==> src/rtl/uesr_defs.svh <==
// Register offsets, field positions, reset values and event indices for the
// event and shortcut register slice.
// Assumes byte addresses on a 12-bit register port with 32-bit data.
`ifndef UESR_DEFS_SVH
`define UESR_DEFS_SVH

`define UESR_ADDR_W 12
`define UESR_DATA_W 32
`define UESR_OFF_FLOW_ON 12'h100
`define UESR_OFF_FLOW_OFF 12'h104
`define UESR_OFF_RX_READY 12'h108
`define UESR_OFF_TX_DONE 12'h11C
`define UESR_OFF_FAULT 12'h124
`define UESR_OFF_RX_TIMEOUT 12'h144
`define UESR_OFF_LINKS 12'h200
`define UESR_OFF_IRQ_STATUS 12'h300
`define UESR_OFF_IRQ_ENABLE 12'h304
`define UESR_OFF_IRQ_CLEAR 12'h308
`define UESR_RESET_EVENT 1'h0
`define UESR_RESET_LINKS 2'h0
`define UESR_RESET_IRQ 6'h00
`define UESR_LINK_BEGIN_BIT 0
`define UESR_LINK_HALT_BIT 1
`define UESR_EVT_FLOW_ON 0
`define UESR_EVT_FLOW_OFF 1
`define UESR_EVT_RX_READY 2
`define UESR_EVT_TX_DONE 3
`define UESR_EVT_FAULT 4
`define UESR_EVT_RX_TIMEOUT 5
`define UESR_EVT_COUNT 6
`define UESR_CTS_IDLE 1'h1

`endif

==> src/rtl/uesr_pkg.sv <==
// Types shared by the event and shortcut register slice.
// Assumes nothing beyond a SystemVerilog compiler.
`default_nettype none

package uesr_pkg;
   // Level of the clear-to-send line as seen by the edge finder
   typedef enum logic [1:0] {
      CTS_RESET = 2'b00,
      CTS_LOW = 2'b01,
      CTS_HIGH = 2'b10
   } uesr_cts_type;
endpackage : uesr_pkg

`default_nettype wire

==> src/rtl/uesr_event_flag.sv <==
// One sticky event flag with software write.
// Assumes set and write strobes are one clock long.
`default_nettype none
`include "uesr_defs.svh"

module uesr_event_flag (
   // Clock and reset
   input wire logic clk_sys,
   input wire logic sys_rst,
   // Event and software access
   input wire logic eventPulse,
   input wire logic writeEn,
   input wire logic writeBit,
   // Flag value
   output logic flag
);
   logic flag_r;

   // Hardware set wins over a software write of zero
   always_ff @(posedge clk_sys) begin
      if (sys_rst) begin
         flag_r <= `UESR_RESET_EVENT;
      end else if (eventPulse) begin
         flag_r <= 1'b1;
      end else if (writeEn) begin
         flag_r <= writeBit;
      end
   end

   assign flag = flag_r;
endmodule : uesr_event_flag

`default_nettype wire

==> src/rtl/uesr_cts_edge.sv <==
// Finds falling and rising edges of the clear-to-send input.
// Assumes the input is already synchronous to clk_sys.
`default_nettype none
`include "uesr_defs.svh"

module uesr_cts_edge (
   // Clock and reset
   input wire logic clk_sys,
   input wire logic sys_rst,
   // Flow-control input, low means clear to send
   input wire logic ctsIn,
   // One-cycle edge pulses
   output logic fellLow,
   output logic roseHigh
);
   uesr_pkg::uesr_cts_type state_r;
   uesr_pkg::uesr_cts_type state_nxt;

   // Next level; first sample after reset only seeds the state
   always_comb begin
      state_nxt = ctsIn ? uesr_pkg::CTS_HIGH : uesr_pkg::CTS_LOW;
   end

   always_ff @(posedge clk_sys) begin
      if (sys_rst) begin
         state_r <= uesr_pkg::CTS_RESET;
      end else begin
         state_r <= state_nxt;
      end
   end

   // Edges only between two known levels
   always_comb begin
      fellLow = 1'b0;
      roseHigh = 1'b0;
      case (state_r)
         uesr_pkg::CTS_HIGH: begin
            fellLow = (state_nxt == uesr_pkg::CTS_LOW);
         end
         uesr_pkg::CTS_LOW: begin
            roseHigh = (state_nxt == uesr_pkg::CTS_HIGH);
         end
         default: begin
            fellLow = 1'b0;
         end
      endcase
   end
endmodule : uesr_cts_edge

`default_nettype wire

==> src/rtl/uesr_regs.sv <==
// Event flag and shortcut register slice of a serial transceiver.
// Assumes a single-cycle register port and synchronous event strobes.
// Behaviour
// - Clear-to-send going low sets the flow-on event flag; resets zero.
// - Clear-to-send going high sets the flow-off event flag; resets zero.
// - A byte placed in the receive holding register sets rx-ready flag.
// - Shortcut register links events to tasks without software; resets zero.
// - Link bit 0 set: flow-on event fires the receiver begin task.
// - Link bit 1 set: flow-off event fires the receiver halt task.
`default_nettype none
`include "uesr_defs.svh"

module uesr_regs #(
   parameter int ADDR_W = `UESR_ADDR_W,
   parameter int DATA_W = `UESR_DATA_W
) (
   // Clock and reset
   input wire logic clk_sys,
   input wire logic sys_rst,
   // Register port
   input wire logic [ADDR_W-1:0] regAddr,
   input wire logic [DATA_W-1:0] regWdata,
   input wire logic regWrite,
   input wire logic regRead,
   output logic [DATA_W-1:0] regRdata,
   // Flow-control pin, low means clear to send
   input wire logic ctsIn,
   // Event strobes from the transceiver core
   input wire logic rxByteStored,
   input wire logic txByteSent,
   input wire logic rxErrorSeen,
   input wire logic rxTimeoutSeen,
   // Task strobes to the receiver
   output logic rx_begin_task,
   output logic rx_halt_task,
   // Interrupt
   output logic irq
);
   localparam int NEV = `UESR_EVT_COUNT;

   logic flowOnPulse;
   logic flowOffPulse;
   logic [NEV-1:0] evtPulse;
   logic [NEV-1:0] evtWrite;
   logic [NEV-1:0] evtFlag;
   logic [1:0] event_task_links_r;
   logic [NEV-1:0] irqStatus_r;
   logic [NEV-1:0] irqEnable_r;
   logic [NEV-1:0] irqClear;
   logic [DATA_W-1:0] rdata_r;
   logic [DATA_W-1:0] rdata_nxt;
   logic rxBegin_r;
   logic rxHalt_r;

   // Clear-to-send edge finder
   uesr_cts_edge u_cts (
      .clk_sys(clk_sys),
      .sys_rst(sys_rst),
      .ctsIn(ctsIn),
      .fellLow(flowOnPulse),
      .roseHigh(flowOffPulse)
   );

   // Event sources in flag order
   always_comb begin
      evtPulse = '0;
      evtPulse[`UESR_EVT_FLOW_ON] = flowOnPulse;
      evtPulse[`UESR_EVT_FLOW_OFF] = flowOffPulse;
      evtPulse[`UESR_EVT_RX_READY] = rxByteStored;
      evtPulse[`UESR_EVT_TX_DONE] = txByteSent;
      evtPulse[`UESR_EVT_FAULT] = rxErrorSeen;
      evtPulse[`UESR_EVT_RX_TIMEOUT] = rxTimeoutSeen;
   end

   // Write decode for each event register
   always_comb begin
      evtWrite = '0;
      if (regWrite && regAddr == `UESR_OFF_FLOW_ON) begin
         evtWrite[`UESR_EVT_FLOW_ON] = 1'b1;
      end else if (regWrite && regAddr == `UESR_OFF_FLOW_OFF) begin
         evtWrite[`UESR_EVT_FLOW_OFF] = 1'b1;
      end else if (regWrite && regAddr == `UESR_OFF_RX_READY) begin
         evtWrite[`UESR_EVT_RX_READY] = 1'b1;
      end else if (regWrite && regAddr == `UESR_OFF_TX_DONE) begin
         evtWrite[`UESR_EVT_TX_DONE] = 1'b1;
      end else if (regWrite && regAddr == `UESR_OFF_FAULT) begin
         evtWrite[`UESR_EVT_FAULT] = 1'b1;
      end else if (regWrite && regAddr == `UESR_OFF_RX_TIMEOUT) begin
         evtWrite[`UESR_EVT_RX_TIMEOUT] = 1'b1;
      end
   end

   // Sticky event flags, one per event
   genvar gi;
   generate
      for (gi = 0; gi < NEV; gi++) begin : g_flag
         uesr_event_flag u_flag (
            .clk_sys(clk_sys),
            .sys_rst(sys_rst),
            .eventPulse(evtPulse[gi]),
            .writeEn(evtWrite[gi]),
            .writeBit(regWdata[0]),
            .flag(evtFlag[gi])
         );
      end
   endgenerate

   // Shortcut register
   always_ff @(posedge clk_sys) begin
      if (sys_rst) begin
         event_task_links_r <= `UESR_RESET_LINKS;
      end else if (regWrite && regAddr == `UESR_OFF_LINKS) begin
         event_task_links_r <= regWdata[1:0];
      end
   end

   // Shortcut tasks, registered one-cycle strobes
   always_ff @(posedge clk_sys) begin
      if (sys_rst) begin
         rxBegin_r <= 1'b0;
         rxHalt_r <= 1'b0;
      end else begin
         rxBegin_r <= flowOnPulse &
            event_task_links_r[`UESR_LINK_BEGIN_BIT];
         rxHalt_r <= flowOffPulse &
            event_task_links_r[`UESR_LINK_HALT_BIT];
      end
   end

   assign rx_begin_task = rxBegin_r;
   assign rx_halt_task = rxHalt_r;

   // Interrupt clear strobe
   always_comb begin
      irqClear = '0;
      if (regWrite && regAddr == `UESR_OFF_IRQ_CLEAR) begin
         irqClear = regWdata[NEV-1:0];
      end
   end

   // Interrupt status: set wins over clear
   always_ff @(posedge clk_sys) begin
      if (sys_rst) begin
         irqStatus_r <= `UESR_RESET_IRQ;
      end else begin
         irqStatus_r <= (irqStatus_r & ~irqClear) | evtPulse;
      end
   end

   // Interrupt enable register
   always_ff @(posedge clk_sys) begin
      if (sys_rst) begin
         irqEnable_r <= `UESR_RESET_IRQ;
      end else if (regWrite && regAddr == `UESR_OFF_IRQ_ENABLE) begin
         irqEnable_r <= regWdata[NEV-1:0];
      end
   end

   assign irq = |(irqStatus_r & irqEnable_r);

   // Read mux; unmapped and write-only addresses read zero
   always_comb begin
      rdata_nxt = '0;
      if (regAddr == `UESR_OFF_FLOW_ON) begin
         rdata_nxt[0] = evtFlag[`UESR_EVT_FLOW_ON];
      end else if (regAddr == `UESR_OFF_FLOW_OFF) begin
         rdata_nxt[0] = evtFlag[`UESR_EVT_FLOW_OFF];
      end else if (regAddr == `UESR_OFF_RX_READY) begin
         rdata_nxt[0] = evtFlag[`UESR_EVT_RX_READY];
      end else if (regAddr == `UESR_OFF_TX_DONE) begin
         rdata_nxt[0] = evtFlag[`UESR_EVT_TX_DONE];
      end else if (regAddr == `UESR_OFF_FAULT) begin
         rdata_nxt[0] = evtFlag[`UESR_EVT_FAULT];
      end else if (regAddr == `UESR_OFF_RX_TIMEOUT) begin
         rdata_nxt[0] = evtFlag[`UESR_EVT_RX_TIMEOUT];
      end else if (regAddr == `UESR_OFF_LINKS) begin
         rdata_nxt[1:0] = event_task_links_r;
      end else if (regAddr == `UESR_OFF_IRQ_STATUS) begin
         rdata_nxt[NEV-1:0] = irqStatus_r;
      end else if (regAddr == `UESR_OFF_IRQ_ENABLE) begin
         rdata_nxt[NEV-1:0] = irqEnable_r;
      end
   end

   // Read data held for exactly the cycle after the strobe
   always_ff @(posedge clk_sys) begin
      if (sys_rst) begin
         rdata_r <= '0;
      end else if (regRead) begin
         rdata_r <= rdata_nxt;
      end else begin
         rdata_r <= '0;
      end
   end

   assign regRdata = rdata_r;
endmodule : uesr_regs

`default_nettype wire

==> config.mk <==
export PLATFORM = sky130hd
export DESIGN_NAME = uesr_regs
export DESIGN_NICKNAME = d
export VERILOG_FILES = /design/src/rtl/uesr_pkg.sv /design/src/rtl/uesr_event_flag.sv /design/src/rtl/uesr_cts_edge.sv /design/src/rtl/uesr_regs.sv
export VERILOG_INCLUDE_DIRS = /design/src /design/src/rtl
export SDC_FILE = /design/constraint.sdc
export NUM_CORES = 1
export LEC_CHECK = 0
export CORE_ASPECT_RATIO = 1.4
export CORE_MARGIN = 10
export CORE_UTILIZATION = 61
export DETAILED_ROUTE_END_ITERATION = 7
export DONT_BUFFER_PORTS = 1
export PLACE_DENSITY = 0.77
export SYNTH_ARGS = -nofsm -noshare
export SYNTH_HDL_FRONTEND = slang
export SYNTH_SLANG_ARGS = --single-unit
==> constraint.sdc <==
create_clock -name clk_sys -period 2.5 [get_ports clk_sys]
set_clock_uncertainty 0.05 [all_clocks]
set_input_delay 0.375 -clock clk_sys [delete_from_list [all_inputs] [get_ports clk_sys]]
set_output_delay 0.375 -clock clk_sys [all_outputs]
set_load 0.01 [all_outputs]
Yosys cells after proc, flatten, opt, wreduce, memory -nomap -nowiden
Index checks and enable logic that the tools add are counted.
Operators by class
  muxes and demuxes: 36
  equality and inequality tests: 14
  bitwise logic cells: 7
  reduce and logical (&&, ||, !) cells: 19
Operators with widths (number)
  12-bit by 9-bit equality test with 1-bit output, second input constant: 6
  12-bit by 10-bit equality test with 1-bit output, second input constant: 4
  1-bit 2-to-1 mux: 27
  6-bit 2-to-1 mux: 3
  6-bit AND: 2
  2-bit nonzero test: 6
  1-bit logical AND: 9
  9-bit OR reduction: 1
  8-bit OR reduction: 1
  2-bit 2-to-1 mux: 3
  6-bit NOT: 1
  6-bit bitwise OR: 1
  6-bit OR reduction: 1
  5-bit 2-to-1 mux: 1
  2-bit by 1-bit equality test with 1-bit output, second input constant: 2
  2-bit equality test, second input constant: 2
  4-bit 2-to-1 mux: 1
  3-bit 2-to-1 mux: 1
  1-bit AND: 2
  2-bit OR reduction: 1
  1-bit NOT: 1
Word-level totals
  logic and storage cells: 92
  output and inout port bits: 35
  input bits: 53
  bits in registers: 56

Longest topological paths before layout
Gate-level depths: netlist of the first run.
  word-level depth: 10
  depth in mapped cells: 6
  gate-level depth less buffers: 4

Cells and area by module
Synthesis of the first run repeated with hierarchy kept, for this count alone.
Unflattened totals
  cell total of the unflattened synthesis: 210
  area total of the unflattened synthesis: 1717.9 um^2
By module, submodules not included
  uesr_regs: area each 1413.9 um^2, instances 1, cells an instance 180, sequential area each 440.4 um^2
  uesr_event_flag: area each 38.8 um^2, instances 6, cells an instance 4, sequential area each 20.0 um^2
  uesr_cts_edge: area each 71.3 um^2, instances 1, cells an instance 6, sequential area each 40.0 um^2

Least setup slack after synthesis of the first run
No wires, ideal clock.
  kind: input -> register
  start point: input regAddr[4]
  end point: register rdata_r[0] (netlist: regRdata[0])
  data arrival time: 1.530 ns
  stages: 5
  slack: 0.797 ns
  buffers on the path: 1
  data required time: 2.327 ns
  path through: buf_2 > or4b_1 > o32a_1 > o21ai_1 > o21ai_1
Between the ends
  word-level cells in the longest chain between the ends: 10
  elaborated cells between the ends (all ways): 18
Ends and longest elaborated chain
  from (decl): RTL line uesr_regs.sv:21  | input wire logic [ADDR_W-1:0] regAddr,
  12-bit by 10-bit equality test with 1-bit output (no line)
  6-bit 2-to-1 mux: RTL line uesr_regs.sv:180  | end else if (regAddr == `UESR_OFF_IRQ_ENABLE) begin
  6-bit 2-to-1 mux: RTL line uesr_regs.sv:178  | end else if (regAddr == `UESR_OFF_IRQ_STATUS) begin
  2-bit 2-to-1 mux: RTL line uesr_regs.sv:176  | end else if (regAddr == `UESR_OFF_LINKS) begin
  1-bit 2-to-1 mux: RTL line uesr_regs.sv:174  | end else if (regAddr == `UESR_OFF_RX_TIMEOUT) begin
  1-bit 2-to-1 mux: RTL line uesr_regs.sv:172  | end else if (regAddr == `UESR_OFF_FAULT) begin
  1-bit 2-to-1 mux: RTL line uesr_regs.sv:170  | end else if (regAddr == `UESR_OFF_TX_DONE) begin
  1-bit 2-to-1 mux: RTL line uesr_regs.sv:168  | end else if (regAddr == `UESR_OFF_RX_READY) begin
  1-bit 2-to-1 mux: RTL line uesr_regs.sv:166  | end else if (regAddr == `UESR_OFF_FLOW_OFF) begin
  1-bit 2-to-1 mux (*): RTL line uesr_regs.sv:164  | if (regAddr == `UESR_OFF_FLOW_ON) begin
  to (signal assigned): RTL line uesr_regs.sv:190  | rdata_r <= rdata_nxt;
  to (decl): RTL line uesr_regs.sv:50  | logic [DATA_W-1:0] rdata_r;
Every way passes the cells marked *; elsewhere a longest branch is shown, timed or not.
A chain may end at the register's enable or synchronous reset.

Final worst setup path of the first run
  start point: input regAddr[11]
  end point: register irqStatus_r[0]
Between the ends
  word-level cells in the longest chain between the ends: 6
Ends and longest elaborated chain
  12-bit by 10-bit equality test with 1-bit output (no line)
  1-bit logical AND (no line)
  6-bit 2-to-1 mux: RTL line uesr_regs.sv:136  | if (regWrite && regAddr == `UESR_OFF_IRQ_CLEAR) begin
  6-bit NOT: RTL line uesr_regs.sv:146  | irqStatus_r <= (irqStatus_r & ~irqClear) | evtPulse;
  6-bit AND: RTL line uesr_regs.sv:146
  6-bit bitwise OR: RTL line uesr_regs.sv:146
  to (signal assigned): RTL line uesr_regs.sv:144  | irqStatus_r <= `UESR_RESET_IRQ;
  to (signal assigned): RTL line uesr_regs.sv:146
  to (decl): RTL line uesr_regs.sv:47  | logic [NEV-1:0] irqStatus_r;
No other way between the ends.

==> flow_summary.yaml, run 1 <==
outcome:
  status: "complete, no violations"
clock_network:
  cts_tree: "done"
  htree_levels: 2
  clk_latency_ns: 0.32
  clk_pin_slew_ns: 0.09
  cts_sinks: 30
  hold_buffers: 0
  cts_resized: 0
  post_cts_buffers: 0
  clk_path_buf_depth: 2
  numCtsBuffers: 5
  root_buffer: "clkbuf_4"
synth:
  syn_area_sq_um: 1735
  ys_seq_area_frac: 0.3461
  synth-async-reset-ratio: 0
  ys_seq_elements: 30
  ys_warn_count: 0
  synth_mux_area_frac: 0.08724
  synth-compound-area-share: 0.1384
  synthAdderAreaFrac: 0
  synth_edf_count: 0
  synthXorXnorAreaFrac: 0.005047
  syn_inst: 194
  ys.flop_type: "dfxtp_1"
  synth_top_family_by_area: "simple AND/OR/NAND/NOR gates"
  synth-simple-area-share: 0.2639
  syn_area_per_cell_sq_um: 8.945
  ys_types: 48
routing:
  drc_errors: 0
  first_iter_violations: 77
  vias_per_cell: 5.903
  ant_nets: 0
  drt_first_pass_iters: 4
  vias: 1340
  routed_wl_microns: 4035
  wl_per_cell_microns: 17.78
timing:
  final-setup-viol-count: 0
  drv_slew: 0
  fmaxAchievable_mhz: 645.0
  worstMarginPinSlew_ns: 0.6263
  rsz0062_at_grt: "false"
  hold_slack_ns: 0.06041
  relSlewSlack: 0.5790
  tns_ns: 0
  fin_crit_sh: 0.6202
  hold_viol: 0
  finalCriticalPeriod_ns: 1.550
cells_and_area:
  nets: 243
  antenna_cells: 0
  multi_input_area_sq_um: 955.9
  fillers: 253
  ff_latch_area_sq_um: 600.6
  final_area_sq_um: 1692
  layout.cells.non_filler: 227
  drive_gt1_frac: 0.08377
  syn_to_final_growth_pct: -2.524
floorplan:
  die-area_sq_um: 5409
  die_w_microns: 65.08
  die_h_microns: 83.11
  rows: 22
  fp.coreArea_sq_um: 2670
  num_io_pins: 88
  start_util: 0.6500
critical_path:
  path_depth: 5
  critPathTopFamily: "simple AND/OR/NAND/NOR gates"
  reg2regPathDepth: 3
  cp_cell_sequence: "nor4_4 > buf_4 > nand4b_1 > nor4_2 > a311oi_1"
  crit_arrival_ns: 1.67
  cp_max_fo: 12
  cp-start-kind: "primary input"
  reg2reg_to: "irqStatus_r[0]$_SDFF_PP0_"
  end_kind: "flip-flop"
  r2r_start: "u_cts.state_r[1]$_SDFF_PP0_"
  crit_path_start: "regAddr[11]"
  slowest_stage: "nor4_2"
  critical_path_buf_inv_count: 1
  r2r_slack_ns: 1.15
  worstSetupPathType: "primary input to flip-flop"
  cpPeakStageDelay_ns: 0.56
  cp.required_ns: 2.62
global_route:
  antenna_found_initial: 0
  grt_pass1_vias: 1341
  grtUsageTotal: 0.1546
  grt_max_degree: 26
  grt_pass1_wl_microns: 6651
  grt_overflow: 0
power:
  p_per_area_nw_per_um2: 511.2
  ir_worst_vdd_mv: 0.3866
  power_uw: 864.8
  p_leak_uw: 0.0006262
placement:
  dp_hpwl_microns: 3225
  gp_congestion: 0.8229
  placed_area_sq_um: 1632
  port_buffers: 0
  dpl.cell_count: 219
min_path:
  whs_endpoint: "u_cts.state_r[0]$_SDFF_PP0_"
  min_path_type: "primary input to flip-flop"
  min_from: "sys_rst"
  hold_path_depth: 1
flow_run:
  drv_cap: 0
[worst register-to-register path, stage by stage (launching register included)]
cell and delay (ns):
dfxtp_1 0.33, or3b_1 0.44, nor2b_1 0.18, a311oi_1 0.25
[synthesized netlist by cell type (2+ instances only)]
| cell type | n | area (sq um) |
|---|---|---|
| nand3_1 | 3 | 15.01 |
| nor4_2 | 2 | 25.02 |
| nand3b_1 | 2 | 15.01 |
| and4_1 | 2 | 17.52 |
| a311oi_1 | 7 | 61.31 |
| inv_1 | 6 | 22.52 |
| nand4_1 | 6 | 37.54 |
| nor4b_1 | 2 | 17.52 |
| dfxtp_1 | 30 | 600.6 |
| clkbuf_1 | 5 | 18.77 |
| nor2b_1 | 8 | 50.05 |
| o21ai_1 | 4 | 20.02 |
| nor3b_1 | 4 | 30.03 |
| nand4b_1 | 2 | 17.52 |
| o32a_1 | 2 | 20.02 |
| mux2i_1 | 14 | 140.1 |
| buf_4 | 26 | 195.2 |
| or4b_1 | 2 | 20.02 |
| nand2_1 | 3 | 11.26 |
| a31oi_1 | 5 | 31.28 |
| nand2b_1 | 4 | 25.02 |
| buf_2 | 5 | 25.02 |
| nor2_1 | 21 | 78.83 |
| a22oi_1 | 3 | 22.52 |
| a21oi_1 | 3 | 15.01 |
[cell usage in the layout, fill, tap and decap left out, drive strengths merged, types with 5 or more instances in the layout]
cell | Yosys | layout
conb | 1 | 26
inv | 6 | 6
o21ai | 5 | 5
clkbuf | 5 | 7
dfxtp | 30 | 30
nand4 | 6 | 6
a311oi | 7 | 7
nor3b | 5 | 5
mux2i | 14 | 14
nor2b | 8 | 8
a31oi | 5 | 5
nor2 | 22 | 22
[metrics by stage]
step                      setup slack [ns]    util
final                               0.9496  0.6336
after global routing                0.8050  0.6336
after CTS                           0.9477  0.6336
after detailed placement            0.6050  0.6111
after global placement              0.6193  0.6111
after floorplan                     0.7966       -
[kinds of logic (layout without fill, tap and decap cells)]
kind of cell    count (synthesis)  in the layout
simple gates                   71             71
xor+xnor                        1              1
other cells                     1             26
mux                            15             15
compound gates                 33             33
buf+inv                        43             15
flops                          30             30
[final cells by class]
| cell class | instances | share of cell area |
|---|---|---|
| clock buffers | 7 | 0.03254 |
| clock inverters | 1 | 0.002959 |
| multi-input cells | 146 | 0.5651 |
| repair buffers | 1 | 0.004438 |
| well taps | 36 | 0.02663 |
| flip-flops and latches | 30 | 0.3550 |
| inverters | 6 | 0.01331 |
[layer usage]
layer	global-route usage	part of all wire	routed length [microns]
met5	0	0	0
met4	0.07782	0.023	92
met3	0.06989	0.099	400
met2	0.2491	0.51	2076
met1	0.1641	0.36	1465
[sequential cells by signal, summed over array words and instances (netlist names)]
register            cells
rx_halt_task            1
event_task_links_r      2
regRdata                6
irqEnable_r             6
g_flag.u_flag.flag      6
rx_begin_task           1
irqStatus_r             6
u_cts.state_r           2
[worst max path at each step]
stage                                endpoint
finish              irqStatus_r[0]$_SDFF_PP0_
global route        irqStatus_r[0]$_SDFF_PP0_
detailed placement  irqStatus_r[0]$_SDFF_PP0_
global placement    irqStatus_r[0]$_SDFF_PP0_
floorplan              regRdata[0]$_SDFF_PP0_
CTS                 irqStatus_r[0]$_SDFF_PP0_
[power breakdown]
group          leakage, uW  internal (uW)  switching, uW
combinational     0.000346           30.8           43.9
clock            0.0000353            136            153
sequential        0.000245            492           9.03
No activity file was read; power rests on OpenSTA's default activity.
==> run 2: changes to the inputs <==
Settings changed: CORE_UTILIZATION 61 to 56, PLACE_DENSITY 0.77 to 0.74.
Clock period 2.5 ns to 1.4 ns, I/O delays scaled along.
==> run 2 against run 1 <==
  * Via count increased by 2.7%
  * Sequential power rose by 79%
  * Total power up 120%
  * Cell count is 6.2% higher
==> flow_summary.yaml, run 2 (synthesis gave the netlist of run 1 again) <==
timing:
  rsz0062_at_grt: "false"
  worstMarginPinSlew_ns: 0.8240
  relSlewSlack: 0.4507
  tns_ns: 0
  drv_slew: 0
  hold_viol: 0
  worst_slack_ns: 0.1026
  fin_crit_sh: 0.9267
  finalCriticalPeriod_ns: 1.297
  final-setup-viol-count: 0
  fmaxAchievable_mhz: 770.8
power:
  p_int_uw: 1521
  ir_worst_vdd_mv: 0.6981
  p_per_area_nw_per_um2: 1028
  swShare: 0.2161
  clock_power_share: 0.452
  netSwitchingPower_uw: 419.5
  combPwrFrac: 0.086
  pwr-share-seq: 0.461
  p_leak_uw: 0.0007237
critical_path:
  cp_max_fo: 4
  worstSetupPathType: "flip-flop to flip-flop"
  end_kind: "flip-flop"
  cp_cell_sequence: "or3b_1 > nor2b_1 > a311oi_1"
  crit_arrival_ns: 1.44
  cpPeakStageDelay_ns: 0.44
  critical_path_buf_inv_count: 0
  r2r_start: "u_cts.state_r[1]$_SDFF_PP0_"
  r2r_slack_ns: 0.10
  cp.required_ns: 1.55
  slowest_stage: "or3b_1"
  reg2reg_to: "irqStatus_r[0]$_SDFF_PP0_"
  reg2regPathDepth: 3
  cp-start-kind: "flip-flop"
  critPathTopFamily: "simple AND/OR/NAND/NOR gates"
placement:
  gp_congestion: 0.8263
  dp_hpwl_microns: 3310
  pre_cts_ws_ns: -0.1330
  dpl.cell_count: 225
  port_buffers: 0
  placed_area_sq_um: 1683
clock_network:
  cts_sinks: 30
  post_cts_buffers: 0
  root_buffer: "clkbuf_8"
  clk_path_buf_depth: 2
  clk_latency_ns: 0.28
  cts_tree: "done"
  clk_pin_slew_ns: 0.07
  numCtsBuffers: 5
  htree_levels: 2
routing:
  drt_first_pass_iters: 4
  first_iter_violations: 60
  drc_errors: 0
  wl_per_cell_microns: 18.03
  vias: 1376
  ant_nets: 0
  routed_wl_microns: 4345
  vias_per_cell: 5.710
global_route:
  grtUsageTotal: 0.1517
  grt_max_degree: 25
  grt_pass1_wl_microns: 6900
  grt_pass1_vias: 1451
  grt_overflow: 0
  antenna_found_initial: 0
floorplan:
  die_h_microns: 85.87
  rows: 23
  start_util: 0.5912
  die-area_sq_um: 5757
  num_io_pins: 88
  die_w_microns: 67.05
  fp.coreArea_sq_um: 2935
cells_and_area:
  syn_to_final_growth_pct: 8.796
  fillers: 268
  antenna_cells: 0
  mostFrequentLayoutCells: "dfxtp_1, conb_1, nor2_1"
  layout.cells.non_filler: 241
  final_area_sq_um: 1888
  multi_input_area_sq_um: 955.9
  drive_gt1_frac: 0.1029
  final_common_cell: "dfxtp_1"
  nets: 257
  ff_latch_area_sq_um: 600.6
flow_run:
  drv_cap: 0
min_path:
  hold_path_depth: 2
  min_path_type: "primary input to flip-flop"
  min_from: "txByteSent"
  whs_endpoint: "irqStatus_r[3]$_SDFF_PP0_"
outcome:
  status: "complete, no violations"
==> run 2: final cells by class <==
class,instances,area share
multi-input cells,146,0.5063
flip-flops and latches,30,0.3181
repair buffers,15,0.07952
clock buffers,6,0.04374
well taps,37,0.02452
clock inverters,1,0.01590
inverters,6,0.01193
==> run 2: worst max path at each step <==
stage                                startpoint                            endpoint  slack (ns)  depth (start not counted)
finish              u_cts.state_r[1]$_SDFF_PP0_           irqStatus_r[0]$_SDFF_PP0_        0.10                          3
global route        u_cts.state_r[1]$_SDFF_PP0_           irqStatus_r[0]$_SDFF_PP0_        0.04                          3
CTS                                     sys_rst            rx_begin_task$_SDFF_PP0_        0.04                          2
detailed placement                  regAddr[11]  g_flag[3].u_flag.flag$_SDFFE_PP0P_       -0.13                          5
global placement                    regAddr[11]              regRdata[2]$_SDFF_PP0_       -0.07                          4
floorplan                            regAddr[4]              regRdata[0]$_SDFF_PP0_       -0.04                          5
==> run 2: power groups by stage <==
| stage | registers (uW) | clock network, uW | logic (uW) |
|---|---|---|---|
| floorplan | 908 | 0 | 203 |
| global placement | 912 | 0 | 127 |
| detailed placement | 913 | 0 | 131 |
| CTS | 895 | 886 | 163 |
| global route | 898 | 931 | 187 |
| finish | 896 | 878 | 168 |
==> run 2: repair_timing <==
item / 4_1_cts / 5_1_grt
endpoints found under the setup margin: 0 / 19
gates resized for setup: 0 / 1
hold buffers: 9 / 0
hold endpoints to repair: 25 / 0
==> run 2: through the flow <==
stage,power [uW],hold slack (ns),utilization
6_report,1941,0.01932,0.6432
5_1_grt,2016,0.02605,0.6432
2_1_floorplan,1111,0.2324,-
4_1_cts,1944,0.02113,0.6424
3_3_place_gp,1039,0.2311,0.5733
3_5_place_dp,1045,0.2324,0.5733
==> run 2: metal layers <==
layer,up-vias,share of wire,wire (microns),track usage
li1,671,-,-,-
met3,10,0.097,423,0.06510
met5,-,0,0,0
met2,52,0.52,2281,0.2690
met4,0,0.017,76,0.05993
met1,643,0.36,1563,0.1483
==> run 3: changes to the inputs <==
Settings changed: CORE_MARGIN 10 to 5.
==> run 3 against run 2 <==
  * Wire length down 7.5%
  * Sequential share of layout area up 0.32 points
  * Sequential power about the same
  * Register-to-register slack better by 0.02 ns
  * Clock power down 20%
  * Non-clock buffer count unchanged
  * Combinational power about the same
  * Worst hold slack better by 0.0099 ns
  * Critical path type unchanged
  * Largest cell class unchanged
==> flow_summary.yaml, run 3 (synthesis gave the netlist of run 1 again) <==
global_route:
  grt_pass1_vias: 1364
  grtUsageTotal: 0.1972
  grt_max_degree: 25
  grt_pass1_wl_microns: 6520
  antenna_found_initial: 0
  grt_overflow: 0
cells_and_area:
  mostFrequentLayoutCells: "dfxtp_1, conb_1, nor2_1"
  final_common_cell: "dfxtp_1"
  syn_to_final_growth_pct: 7.714
  layout.cells.non_filler: 244
  antenna_cells: 0
  drive_gt1_frac: 0.1024
  nets: 257
timing:
  rsz0062_at_grt: "false"
  hold_slack_ns: 0.02920
  fmaxAchievable_mhz: 781.5
  relSlewSlack: 0.4220
  final-setup-viol-count: 0
  hold_viol: 0
  finalCriticalPeriod_ns: 1.280
  drv_slew: 0
  fin_crit_sh: 0.9140
  worstMarginPinSlew_ns: 0.8670
critical_path:
  cp-start-kind: "flip-flop"
  crit_arrival_ns: 1.41
  worstSetupPathType: "flip-flop to flip-flop"
  cp.required_ns: 1.53
  cp_max_fo: 4
  end_kind: "flip-flop"
flow_run:
  drv_cap: 0
placement:
  port_buffers: 0
  gp_congestion: 0.8461
  dpl.cell_count: 227
  dp_hpwl_microns: 3057
routing:
  ant_nets: 0
  drc_errors: 0
  drt_first_pass_iters: 4
  routed_wl_microns: 4021
  vias_per_cell: 5.648
  first_iter_violations: 64
  wl_per_cell_microns: 16.48
  vias: 1378
floorplan:
  num_io_pins: 88
  die_w_microns: 57.05
  die-area_sq_um: 4328
  start_util: 0.5666
  fp.coreArea_sq_um: 3063
  die_h_microns: 75.87
  rows: 24
outcome:
  status: "complete, no violations"
clock_network:
  clk_latency_ns: 0.28
  htree_levels: 2
  numCtsBuffers: 5
  post_cts_buffers: 0
  clk_pin_slew_ns: 0.06
  root_buffer: "clkbuf_8"
  cts_tree: "done"
  cts_sinks: 30
  clk_path_buf_depth: 2
power:
  p_per_area_nw_per_um2: 944.5
  p_leak_uw: 0.0007147
  ir_worst_vdd_mv: 0.6343
min_path:
  min_path_type: "primary input to flip-flop"
[run 3: cell types whose count changed in the layout (fill, tap and decap cells not counted), sizes merged]
cell and change:
clkbuf +1, bufinv -1, clkinv +1
[run 3: cell type report]
type / count / area [sq um]
clock inverter: 1 / 5.005
timing repair buffer: 15 / 150.1
tap: 39 / 48.80
fill: 296 / 1194
sequential: 30 / 600.6
inverter: 6 / 22.52
clock buffer: 7 / 86.33
multi-input combinational: 146 / 955.9
[run 3: critical path: stages (launching register included)]
cell and delay (ns):
dfxtp_1 0.32, or3b_1 0.42, nor2b_1 0.16, a311oi_1 0.23
[run 3: stage by stage]
| step | TNS [ns] | power (uW) | instance area, sq um | utilization | worst slack, ns |
|---|---|---|---|---|---|
| after floorplan | -0.1213 | 1111 | 1836 | - | -0.03752 |
| after global placement | -0.2741 | 1040 | 1685 | 0.5502 | -0.05502 |
| after detailed placement | -1.019 | 1046 | 1685 | 0.5502 | -0.1182 |
| after CTS | 0 | 1772 | 1867 | 0.6095 | 0.06456 |
| after global routing | 0 | 1841 | 1869 | 0.6103 | 0.05533 |
| final | 0 | 1766 | 1869 | 0.6103 | 0.1204 |
[run 3: final timing paths]
path                                            from                           to  slack [ns]  cells after the start
setup / recovery         u_cts.state_r[1]$_SDFF_PP0_    irqStatus_r[0]$_SDFF_PP0_        0.12                      3
setup reg to reg         u_cts.state_r[1]$_SDFF_PP0_    irqStatus_r[0]$_SDFF_PP0_        0.12                      3
hold / removal                           regWdata[2]  irqEnable_r[2]$_SDFFE_PP0P_        0.03                      2
hold reg to reg   event_task_links_r[1]$_SDFFE_PP0P_      rx_halt_task$_SDFF_PP0_        0.45                      1
[run 3: layer usage]
metal  GRT usage  wire length, microns  share of wire
met2      0.3545                  2132           0.53
met5           0                     0              0
met1      0.2072                  1543           0.38
met4      0.1314                   108          0.027
met3     0.04237                   237          0.059
[run 3: what timing repair did]
| item | 4_1_cts | 5_1_grt |
|---|---|---|
| resized for setup | 0 | 1 |
| endpoints found under the hold margin | 25 | 0 |
| hold buffers | 9 | 0 |
| endpoints found under the setup margin | 0 | 12 |
[run 3: report_power, final]
group          leakage [uW]  switching [uW]  total, uW  internal, uW
Combinational      0.000421            93.1        167          73.8
Clock             0.0000482             308        703           395
Sequential         0.000245            16.1        895           879
Total              0.000715             417       1770          1350
